[src/rtl/bct_pkg.sv]
// Shared constants for the basic up-counting timer
package bct_pkg;

    // ----------------------------------------------------------------
    // Widths
    // ----------------------------------------------------------------
    localparam int unsigned BCT_ADR_W = 8;
    localparam int unsigned BCT_DAT_W = 32;
    localparam int unsigned BCT_CNT_W = 16;
    localparam logic [3:0]  BCT_SEL_FULL = 4'hf;

    // ----------------------------------------------------------------
    // Register byte offsets
    // ----------------------------------------------------------------
    localparam logic [7:0] BCT_OFS_CTRL   = 8'h00;
    localparam logic [7:0] BCT_OFS_MTRIG  = 8'h04;
    localparam logic [7:0] BCT_OFS_INTEN  = 8'h0c;
    localparam logic [7:0] BCT_OFS_FLAG   = 8'h10;
    localparam logic [7:0] BCT_OFS_SWEV   = 8'h14;
    localparam logic [7:0] BCT_OFS_CNT    = 8'h24;
    localparam logic [7:0] BCT_OFS_DIV    = 8'h28;
    localparam logic [7:0] BCT_OFS_RELOAD = 8'h2c;

    // ----------------------------------------------------------------
    // Field positions
    // ----------------------------------------------------------------
    localparam int unsigned BCT_BIT_RUN      = 0;
    localparam int unsigned BCT_BIT_UPD_SUPP = 1;
    localparam int unsigned BCT_BIT_UPD_SRC  = 2;
    localparam int unsigned BCT_BIT_ONE_SHOT = 3;
    localparam int unsigned BCT_BIT_RLD_BUF  = 7;
    localparam int unsigned BCT_MMS_LSB      = 4;
    localparam int unsigned BCT_MMS_MSB      = 6;
    localparam int unsigned BCT_BIT_DMA_EN   = 8;
    localparam int unsigned BCT_BIT_IRQ_EN   = 0;
    localparam int unsigned BCT_BIT_FLAG     = 0;
    localparam int unsigned BCT_BIT_FORCE    = 0;

    // ----------------------------------------------------------------
    // Reset values
    // ----------------------------------------------------------------
    localparam logic [15:0] BCT_RST_HALF = 16'h0000;
    localparam logic [31:0] BCT_RST_WORD = 32'h0000_0000;

    // Trigger output source selection
    typedef enum logic [2:0] {
        BCT_MMS_RESET  = 3'b000,
        BCT_MMS_START  = 3'b001,
        BCT_MMS_UPDATE = 3'b010
    } bct_mms_t;

endpackage : bct_pkg

[src/rtl/bct_core_if.sv]
// Signals between the timer core and its prescaler and trigger helpers
`timescale 1ns/1ns
`default_nettype none
interface bct_core_if;
    logic        run;        // Counting enabled
    logic        psc_clear;  // Restart prescaler count
    logic        psc_load;   // Copy buffered divider into active copy
    logic [15:0] psc_div;    // Buffered divider value
    logic        tick;       // One counter clock tick
    logic [2:0]  mms;        // Trigger source select
    logic        reset_evt;  // Counter reset event
    logic        start_evt;  // Counter start event
    logic        update_evt; // Qualified update event
    logic        trigger;    // Registered trigger pulse

    modport core (output run, psc_clear, psc_load, psc_div, mms,
                  output reset_evt, start_evt, update_evt,
                  input tick, trigger);
    modport presc (input run, psc_clear, psc_load, psc_div, output tick);
    modport trig (input mms, reset_evt, start_evt, update_evt, output trigger);
endinterface : bct_core_if
`default_nettype wire

[src/rtl/bct_timer.sv]
// Basic 16-bit up-counting timer with classic Wishbone register slave
//
// Contract
// RULE1: Control bit 0 counter_run stops or enables counting on prescaled ticks.
// RULE2: Software sets counter_run itself in external clock, pause or encoder modes.
// RULE3: Select 000 pulses trigger_output on counter reset: master reset or force_update.
// RULE4: Select 001 pulses trigger_output on counter start: run set or pause input.
// RULE5: Select 010 pulses trigger_output on update events qualified by suppress/source.
// RULE6: Enable bit 8 gates DMA requests, bit 0 gates the update interrupt.
// RULE7: update_flag sets on update events, stays until software writes zero.
// RULE8: Writing 1 to force_update makes an update and clears counter; self-clearing.
// RULE9: Forced update also clears the prescaler counter in the same cycle.
// RULE10: Count register reads live counter; a write loads the counter directly.
// RULE11: Counter clock is kernel clock divided by clock_divider plus one.
// RULE12: clock_divider writes go to a buffer, loaded into use at update events.
// RULE13: reload_value sets the terminal count where the up-counter wraps.
// RULE14: Software uses full 32-bit word accesses only.
// RULE15: Software keeps reserved bits at reset value; they read back zero.
// RULE16: Counter counts 0 to reload_value, restarts at 0, updating on overflow.
// RULE17: With update_suppress, forced update or restart only reinitialises, no event.
// RULE18: With one_shot_select, counter clears and stops at the next update event.
// RULE19: Control bit 7 buffers reload_value writes until update, else immediate.
// RULE20: Interrupt follows flag and enable; DMA pulse per qualifying update event.
//
// The Wishbone register port is this design's own decision.
`timescale 1ns/1ns
`default_nettype none
module bct_timer (
    input  wire logic        CLK_I,
    input  wire logic        RESETN_I,
    input  wire logic [7:0]  ADR_I,
    input  wire logic [31:0] DAT_I,
    input  wire logic [3:0]  SEL_I,
    input  wire logic        WE_I,
    input  wire logic        CYC_I,
    input  wire logic        STB_I,
    output logic      [31:0] DAT_O,
    output logic             ACK_O,
    input  wire logic        MASTER_RESET_I,
    input  wire logic        PAUSE_TRIGGER_I,
    output logic             TRIGGER_OUTPUT_O,
    output logic             UPDATE_IRQ_O,
    output logic             UPDATE_DMA_REQ_O
);

    // ----------------------------------------------------------------
    // Reset release
    // ----------------------------------------------------------------
    logic rst_meta_q;
    logic rst_n;

    // Assert at once, release through two flops
    always_ff @(posedge CLK_I or negedge RESETN_I) begin
        if (!RESETN_I) begin
            rst_meta_q <= 1'b0;
            rst_n      <= 1'b0;
        end else begin
            rst_meta_q <= 1'b1;
            rst_n      <= rst_meta_q;
        end
    end

    // ----------------------------------------------------------------
    // Declarations
    // ----------------------------------------------------------------
    logic        ack_q;
    logic [31:0] dat_q;
    logic        req;
    logic        wr_fire;
    logic        wr_ctrl;
    logic        wr_mtrig;
    logic        wr_inten;
    logic        wr_flag;
    logic        wr_cnt;
    logic        wr_div;
    logic        wr_reload;
    logic        force_fire;
    logic        run_q;
    logic        supp_q;
    logic        ups_q;
    logic        one_shot_q;
    logic        rld_buf_en_q;
    logic [2:0]  mms_q;
    logic        dma_en_q;
    logic        irq_en_q;
    logic        flag_q;
    logic [15:0] cnt_q;
    logic [15:0] div_buf_q;
    logic [15:0] reload_buf_q;
    logic [15:0] reload_act_q;
    logic [15:0] reload_eff;
    logic        run_prev_q;
    logic        mrst_meta_q;
    logic        mrst_sync_q;
    logic        mrst_prev_q;
    logic        pause_meta_q;
    logic        pause_sync_q;
    logic        pause_prev_q;
    logic        mrst_pulse;
    logic        restart;
    logic        overflow;
    logic        upd_evt;
    logic        flag_evt;
    logic        irq_q;
    logic        dma_q;

    bct_core_if core ();

    // ----------------------------------------------------------------
    // Wishbone slave
    // ----------------------------------------------------------------
    assign req = CYC_I && STB_I;
    // Write lands on the edge where the master sees ack; part words dropped
    assign wr_fire = req && WE_I && ack_q && (SEL_I == bct_pkg::BCT_SEL_FULL); // RULE14

    assign wr_ctrl   = wr_fire && (ADR_I == bct_pkg::BCT_OFS_CTRL);
    assign wr_mtrig  = wr_fire && (ADR_I == bct_pkg::BCT_OFS_MTRIG);
    assign wr_inten  = wr_fire && (ADR_I == bct_pkg::BCT_OFS_INTEN);
    assign wr_flag   = wr_fire && (ADR_I == bct_pkg::BCT_OFS_FLAG);
    assign wr_cnt    = wr_fire && (ADR_I == bct_pkg::BCT_OFS_CNT);
    assign wr_div    = wr_fire && (ADR_I == bct_pkg::BCT_OFS_DIV);
    assign wr_reload = wr_fire && (ADR_I == bct_pkg::BCT_OFS_RELOAD);
    // Only a one starts an event; a zero write does nothing
    assign force_fire = wr_fire && (ADR_I == bct_pkg::BCT_OFS_SWEV)
                        && DAT_I[bct_pkg::BCT_BIT_FORCE]; // RULE8

    // One wait state: ack one cycle after the request, dropped next cycle
    always_ff @(posedge CLK_I or negedge rst_n) begin
        if (!rst_n) begin
            ack_q <= 1'b0;
        end else begin
            ack_q <= req && !ack_q;
        end
    end

    // Read data captured with ack; reserved and unmapped bits read zero
    always_ff @(posedge CLK_I or negedge rst_n) begin
        if (!rst_n) begin
            dat_q <= bct_pkg::BCT_RST_WORD;
        end else if (req && !ack_q) begin
            dat_q <= bct_pkg::BCT_RST_WORD; // RULE15
            unique case (ADR_I)
                bct_pkg::BCT_OFS_CTRL: begin
                    dat_q[bct_pkg::BCT_BIT_RUN]      <= run_q;
                    dat_q[bct_pkg::BCT_BIT_UPD_SUPP] <= supp_q;
                    dat_q[bct_pkg::BCT_BIT_UPD_SRC]  <= ups_q;
                    dat_q[bct_pkg::BCT_BIT_ONE_SHOT] <= one_shot_q;
                    dat_q[bct_pkg::BCT_BIT_RLD_BUF]  <= rld_buf_en_q;
                end
                bct_pkg::BCT_OFS_MTRIG: begin
                    dat_q[bct_pkg::BCT_MMS_MSB:bct_pkg::BCT_MMS_LSB] <= mms_q;
                end
                bct_pkg::BCT_OFS_INTEN: begin
                    dat_q[bct_pkg::BCT_BIT_DMA_EN] <= dma_en_q;
                    dat_q[bct_pkg::BCT_BIT_IRQ_EN] <= irq_en_q;
                end
                bct_pkg::BCT_OFS_FLAG: begin
                    dat_q[bct_pkg::BCT_BIT_FLAG] <= flag_q;
                end
                bct_pkg::BCT_OFS_CNT: begin
                    dat_q[15:0] <= cnt_q; // RULE10
                end
                bct_pkg::BCT_OFS_DIV: begin
                    dat_q[15:0] <= div_buf_q;
                end
                bct_pkg::BCT_OFS_RELOAD: begin
                    dat_q[15:0] <= reload_buf_q;
                end
                default: begin
                    dat_q <= bct_pkg::BCT_RST_WORD;
                end
            endcase
        end
    end

    // ----------------------------------------------------------------
    // Control registers
    // ----------------------------------------------------------------
    // Mode bits, software owned
    always_ff @(posedge CLK_I or negedge rst_n) begin
        if (!rst_n) begin
            supp_q       <= 1'b0;
            ups_q        <= 1'b0;
            one_shot_q   <= 1'b0;
            rld_buf_en_q <= 1'b0;
        end else if (wr_ctrl) begin
            supp_q       <= DAT_I[bct_pkg::BCT_BIT_UPD_SUPP];
            ups_q        <= DAT_I[bct_pkg::BCT_BIT_UPD_SRC];
            one_shot_q   <= DAT_I[bct_pkg::BCT_BIT_ONE_SHOT];
            rld_buf_en_q <= DAT_I[bct_pkg::BCT_BIT_RLD_BUF];
        end
    end

    // Run bit; a software write in the same cycle beats the one-shot stop
    always_ff @(posedge CLK_I or negedge rst_n) begin
        if (!rst_n) begin
            run_q <= 1'b0;
        end else if (wr_ctrl) begin
            run_q <= DAT_I[bct_pkg::BCT_BIT_RUN]; // RULE1
        end else if (upd_evt && one_shot_q) begin
            run_q <= 1'b0; // RULE18
        end
    end

    // Trigger select and enables
    always_ff @(posedge CLK_I or negedge rst_n) begin
        if (!rst_n) begin
            mms_q    <= 3'h0;
            dma_en_q <= 1'b0;
            irq_en_q <= 1'b0;
        end else begin
            if (wr_mtrig) begin
                mms_q <= DAT_I[bct_pkg::BCT_MMS_MSB:bct_pkg::BCT_MMS_LSB];
            end
            if (wr_inten) begin
                dma_en_q <= DAT_I[bct_pkg::BCT_BIT_DMA_EN];
                irq_en_q <= DAT_I[bct_pkg::BCT_BIT_IRQ_EN];
            end
        end
    end

    // Divider and reload buffers take every write
    always_ff @(posedge CLK_I or negedge rst_n) begin
        if (!rst_n) begin
            div_buf_q    <= bct_pkg::BCT_RST_HALF;
            reload_buf_q <= bct_pkg::BCT_RST_HALF;
        end else begin
            if (wr_div) begin
                div_buf_q <= DAT_I[15:0]; // RULE12
            end
            if (wr_reload) begin
                reload_buf_q <= DAT_I[15:0]; // RULE13
            end
        end
    end

    // Reload copy in use when buffering is on
    always_ff @(posedge CLK_I or negedge rst_n) begin
        if (!rst_n) begin
            reload_act_q <= bct_pkg::BCT_RST_HALF;
        end else if (upd_evt) begin
            reload_act_q <= reload_buf_q; // RULE19
        end
    end

    // Unbuffered mode sees a new reload value at once
    assign reload_eff = rld_buf_en_q ? reload_act_q : reload_buf_q; // RULE19

    // ----------------------------------------------------------------
    // Input synchronisers
    // ----------------------------------------------------------------
    // Both pins come from outside; logic uses the second and third flops, never the first
    always_ff @(posedge CLK_I or negedge rst_n) begin
        if (!rst_n) begin
            mrst_meta_q  <= 1'b0;
            mrst_sync_q  <= 1'b0;
            mrst_prev_q  <= 1'b0;
            pause_meta_q <= 1'b0;
            pause_sync_q <= 1'b0;
            pause_prev_q <= 1'b0;
        end else begin
            mrst_meta_q  <= MASTER_RESET_I;
            mrst_sync_q  <= mrst_meta_q;
            mrst_prev_q  <= mrst_sync_q;
            pause_meta_q <= PAUSE_TRIGGER_I;
            pause_sync_q <= pause_meta_q;
            pause_prev_q <= pause_sync_q;
        end
    end

    // ----------------------------------------------------------------
    // Counter and events
    // ----------------------------------------------------------------
    assign mrst_pulse = mrst_sync_q && !mrst_prev_q;
    assign restart    = force_fire || mrst_pulse;
    assign overflow   = core.tick && (cnt_q >= reload_eff); // RULE16
    // Suppress keeps the reinit but drops the event
    assign upd_evt    = !supp_q && (overflow || restart); // RULE17
    // Source select narrows which updates reach flag, DMA and trigger
    assign flag_evt   = !supp_q && (overflow || (restart && !ups_q)); // RULE5

    // Restart beats a load, a load beats counting
    always_ff @(posedge CLK_I or negedge rst_n) begin
        if (!rst_n) begin
            cnt_q <= bct_pkg::BCT_RST_HALF;
        end else if (restart) begin
            cnt_q <= bct_pkg::BCT_RST_HALF; // RULE8
        end else if (wr_cnt) begin
            cnt_q <= DAT_I[15:0]; // RULE10
        end else if (overflow) begin
            cnt_q <= bct_pkg::BCT_RST_HALF; // RULE16
        end else if (core.tick) begin
            cnt_q <= cnt_q + 16'h0001; // RULE1
        end
    end

    // Flag: a new event wins over a clearing write in the same cycle
    always_ff @(posedge CLK_I or negedge rst_n) begin
        if (!rst_n) begin
            flag_q <= 1'b0;
        end else if (flag_evt) begin
            flag_q <= 1'b1; // RULE7
        end else if (wr_flag && !DAT_I[bct_pkg::BCT_BIT_FLAG]) begin
            flag_q <= 1'b0; // RULE7
        end
    end

    // Interrupt level and DMA pulse, both registered
    always_ff @(posedge CLK_I or negedge rst_n) begin
        if (!rst_n) begin
            irq_q <= 1'b0;
            dma_q <= 1'b0;
        end else begin
            irq_q <= flag_q && irq_en_q;   // RULE20 RULE6
            dma_q <= flag_evt && dma_en_q; // RULE20 RULE6
        end
    end

    // Edge detect for the start event
    always_ff @(posedge CLK_I or negedge rst_n) begin
        if (!rst_n) begin
            run_prev_q <= 1'b0;
        end else begin
            run_prev_q <= run_q;
        end
    end

    // ----------------------------------------------------------------
    // Helpers
    // ----------------------------------------------------------------
    assign core.run        = run_q;
    assign core.psc_clear  = restart; // RULE9
    assign core.psc_load   = upd_evt; // RULE12
    assign core.psc_div    = div_buf_q;
    assign core.mms        = mms_q;
    assign core.reset_evt  = restart; // RULE3
    assign core.start_evt  = (run_q && !run_prev_q)
                             || (pause_sync_q && !pause_prev_q); // RULE4
    assign core.update_evt = flag_evt;

    bct_prescaler u_presc (
        .clk_i  (CLK_I),
        .rst_ni (rst_n),
        .bus    (core)
    );

    bct_trigger u_trig (
        .clk_i  (CLK_I),
        .rst_ni (rst_n),
        .bus    (core)
    );

    // ----------------------------------------------------------------
    // Outputs
    // ----------------------------------------------------------------
    assign DAT_O            = dat_q;
    assign ACK_O            = ack_q;
    assign TRIGGER_OUTPUT_O = core.trigger;
    assign UPDATE_IRQ_O     = irq_q;
    assign UPDATE_DMA_REQ_O = dma_q;

endmodule : bct_timer
`default_nettype wire

[src/rtl/bct_prescaler.sv]
// Counter clock prescaler with buffered divider
`timescale 1ns/1ns
`default_nettype none
module bct_prescaler (
    input  wire logic clk_i,
    input  wire logic rst_ni,
    bct_core_if.presc bus
);

    logic [15:0] div_act_q;
    logic [15:0] psc_cnt_q;

    // Active divider only follows the buffer at an update event
    always_ff @(posedge clk_i or negedge rst_ni) begin
        if (!rst_ni) begin
            div_act_q <= bct_pkg::BCT_RST_HALF;
        end else if (bus.psc_load) begin
            div_act_q <= bus.psc_div; // RULE12
        end
    end

    // Divide by value plus one; clear restarts a full period
    always_ff @(posedge clk_i or negedge rst_ni) begin
        if (!rst_ni) begin
            psc_cnt_q <= bct_pkg::BCT_RST_HALF;
        end else if (bus.psc_clear) begin
            psc_cnt_q <= bct_pkg::BCT_RST_HALF; // RULE9
        end else if (bus.run) begin
            if (psc_cnt_q >= div_act_q) begin
                psc_cnt_q <= bct_pkg::BCT_RST_HALF; // RULE11
            end else begin
                psc_cnt_q <= psc_cnt_q + 16'h0001;
            end
        end
    end

    // Tick on the last count of each period
    assign bus.tick = bus.run && !bus.psc_clear && (psc_cnt_q >= div_act_q); // RULE11

endmodule : bct_prescaler
`default_nettype wire

[src/rtl/bct_trigger.sv]
// Trigger output source selection
`timescale 1ns/1ns
`default_nettype none
module bct_trigger (
    input  wire logic clk_i,
    input  wire logic rst_ni,
    bct_core_if.trig  bus
);

    logic trig_d;
    logic trig_q;

    // Pick the event that drives the trigger
    always_comb begin
        unique case (bct_pkg::bct_mms_t'(bus.mms))
            bct_pkg::BCT_MMS_RESET:  trig_d = bus.reset_evt;  // RULE3
            bct_pkg::BCT_MMS_START:  trig_d = bus.start_evt;  // RULE4
            bct_pkg::BCT_MMS_UPDATE: trig_d = bus.update_evt; // RULE5
            default:                 trig_d = 1'b0;
        endcase
    end

    // Registered so the top output leaves a flip-flop
    always_ff @(posedge clk_i or negedge rst_ni) begin
        if (!rst_ni) begin
            trig_q <= 1'b0;
        end else begin
            trig_q <= trig_d;
        end
    end

    assign bus.trigger = trig_q;

endmodule : bct_trigger
`default_nettype wire

[config.mk]
export PLATFORM = sky130hd
export DESIGN_NAME = bct_timer
export DESIGN_NICKNAME = d
export VERILOG_FILES = /design/src/rtl/bct_pkg.sv /design/src/rtl/bct_core_if.sv /design/src/rtl/bct_timer.sv /design/src/rtl/bct_prescaler.sv /design/src/rtl/bct_trigger.sv
export SDC_FILE = /design/constraint.sdc
export NUM_CORES = 1
export LEC_CHECK = 0
export BUFFER_PORTS_ARGS = -buffer_cell sky130_fd_sc_hd__buf_2
export CORE_ASPECT_RATIO = 0.6
export CORE_MARGIN = 4
export CORE_UTILIZATION = 60
export DETAILED_ROUTE_END_ITERATION = 10
export PLACE_DENSITY = 0.82
export SLEW_MARGIN = 0
export SYNTH_ARGS = -nofsm -noshare
export SYNTH_HDL_FRONTEND = slang
export SYNTH_HIERARCHICAL = 1
export SYNTH_SLANG_ARGS = --single-unit
[constraint.sdc]
create_clock -name CLK_I -period 7.42 [get_ports CLK_I]
set_input_delay 1.484 -clock CLK_I [delete_from_list [all_inputs] [get_ports CLK_I]]
set_output_delay 1.484 -clock CLK_I [all_outputs]
set_load 0.005 [all_outputs]
==> flow_summary.toml <==
[global_route]
grt_pass1_wl_um = 31400
grt_pass1_vias = 6062
antenna_found_initial = 0
grt_overflow = 0
grt_max_degree = 83
grtUsageTotal = 0.279

[synthesis]
post_synth.cell_area_avg_um2 = 10.9
synth.area.top_cells = "dfrtp_1, mux2_2, ha_1, nand2_1, o21ai_0"
synth_top_area_cell = "dfrtp_1"
synthCells = 687
synth-edff-count = 0
synth.top_cell.area_share = 0.454
syn-cell-area_mm2 = 0.00750
yosysWarnings = 6
ys_types = 77
synth_flop_cell = "dfrtp_1"
seq_area_frac_synth = 0.454
synth_seq_cells = 136
ys_async_sr_fraction = 1.00

[min_path]
whs_path_depth = 0
min-delay-start = "mrst_meta_q"
hold_class = "reg -> reg"
min_to = "mrst_sync_q"

[die]
core_mm2 = 0.0121
rows = 31
ios = 87
die_h_um = 94.6
start_util = 0.618
die_w_um = 152
fp.dieArea_mm2 = 0.0144

[cells_and_area]
multiInputGateArea_mm2 = 0.00375
regArea_mm2 = 0.00341
syn_to_final_growth_pct = 11.5
fillers = 843
drive_gt1_frac = 0.252
fin_nets = 817
fin_cells = 911

[drt]
drc = 0
num_vias = 5902
drtPass1Iterations = 6
ant_nets = 0
finalWirelength_um = 19700
drtIter0Drc = 812
wl_per_cell_um = 21.6
via_per_inst = 6.48

[sta]
post-route-period-util = 0.647
rsz0062_at_grt = "false"
period_needed_ns = 4.80
fin_skew_ns = 0.0106
hold_viol = 0
fin_hold_ws_ns = 0.350
drv_slew = 0
tns_ns = 0
layout_setup_ws_ns = 2.62
worst_pin_slew_ns = 1.14
relSlewSlack = 0.237
max_freq_ghz = 0.208
finalSetupViolations = 0

[clock_tree]
insertion_delay_ns = 0.43
numCtsBuffers = 17
cts_max_level = 4
clock_sinks = 136
cts_tree = "built"
cts_resized = 0
post_cts_buffers = 0
cts_root_buffer = "clkbuf_16"
cts_hold_buf = 0
clk_pin_slew_ns = 0.06
clk_path_buf_depth = 2

[critical_path]
startpoint_type = "primary input"
path_max_fanout = 16
end_kind = "register"
required_ns = 7.77
worstSetupPathType = "in -> reg"
r2r_start = "u_presc/psc_cnt_q[15]"
worstReg2RegEnd = "cnt_q[9]"
r2r_slack_ns = 3.31
cp.arrival_ns = 5.15
reg2regPathDepth = 10

[place]
gp_congestion = 0.891
io_buffers = 54
dpl_worst_slack_ns = 2.33
placedCellCount = 878
hpwl_um = 13100

[power]
powerDensity_mw_per_mm2 = 201
power_leakage_uw = 0.00384
ir_drop_uv = 167

[run_status]
status = "complete, no violations"

[job]
maxCapViolations = 0
layer usage:
metal / wire (um) / vias up / track usage
met5: 0 / - / 0
met4: 522 / 0 / 0.109
met3: 1550 / 53 / 0.0723
met2: 9090 / 314 / 0.456
met1: 8530 / 2926 / 0.364
li1: - / 2609 / -
metrics by stage:
stage	instance area (um2)	total power (uW)	util
after floorplan	7560	802	-
after global placement	7760	820	0.639
after detailed placement	7760	823	0.639
after CTS	8360	1690	0.689
after global routing	8360	1730	0.689
final	8360	1680	0.689
placed cells by master, fill, tap and decap left out, types with 9 or more instances in the layout:
cell and instances:
mux2i_1 16, nand2_1 74, mux2_4 9, nor3_1 19, o211ai_2 10, buf_2 54, clkbuf_16 17, o21ai_0 41
mux2_2 49, ha_1 34, o21ai_1 9, conb_1 17, nand4_1 9, inv_1 25, nor2_1 22, o211ai_1 15
nand3_1 22, a21oi_1 13, dfrtp_1 135
registers in the layout (all words and copies together) (netlist names), 3 cells and up:
name               cells
reload_buf_q          16
cnt_q                 16
u_presc/div_act_q     16
u_presc/psc_cnt_q     16
core.mms               3
core.psc_div          16
reload_act_q          16
DAT_O                 16
area by class of cell:
class | count | share of cell area
antenna | 1 | 0.000299
tap | 165 | 0.0247
multi-input combinational | 494 | 0.448
timing repair buffer | 58 | 0.0359
clock buffer | 18 | 0.0513
clock inverter | 14 | 0.0209
inverter | 25 | 0.0112
sequential | 136 | 0.407
worst max-delay path by stage:
stage | startpoint | endpoint | slack, ns
2_1_floorplan | rst_n | ACK_O | 3.35
4_1_cts | ADR_I[2] | cnt_q[9] | 2.75
3_3_place_gp | ADR_I[2] | cnt_q[9] | 2.52
5_1_grt | CYC_I | cnt_q[9] | 2.43
3_5_place_dp | ADR_I[2] | cnt_q[9] | 2.33
6_report | ADR_I[2] | cnt_q[9] | 2.62
worst max-delay path, stage by stage:
cell,delay [ns]
buf_2,0.11
or4b_1,0.46
nor2_4,0.07
a21o_4,0.30
inv_1,0.10
nand2_1,0.33
nor2_1,0.81
o2111ai_2,0.67
or4_1,0.69
nand3_1,0.11
report_power, final:
group,switching (uW),leakage (uW),internal [uW]
sequential,9.56,0.00186,745
clock,342,0.000275,530
combinational,41.5,0.00170,14.5
cells by family (layout without fill, tap and decap cells):
| family | Yosys count | in the layout | synth area share |
|---|---|---|---|
| AO/OA/AOI/OAI | 163 | 163 | 0.169 |
| XOR/XNOR | 2 | 2 | 0.00234 |
| adder cells (fa/ha/maj) | 34 | 34 | 0.0567 |
| buffers and inverters | 72 | 115 | 0.0549 |
| flip-flops | 136 | 136 | 0.454 |
| multiplexers | 76 | 76 | 0.116 |
| other | 2 | 18 | 0.00100 |
| AND/OR/NAND/NOR | 202 | 202 | 0.146 |
cells in the mapped netlist (all sizes together), types with 6 or more instances:
master  number
dfrtp      136
nand2       75
mux2        60
o21ai       52
ha          34
buf         29
nor2        26
inv         25
o211ai      25
nand3       22
nor3        22
a21oi       18
clkbuf      18
mux2i       16
a221oi       9
nand4        9
a222oi       8
a22o         8
a21o         7
and3         7
o311ai       7
nand2b       6
nor2b        6
nor3b        6
(Power assumes the default switching activity.)
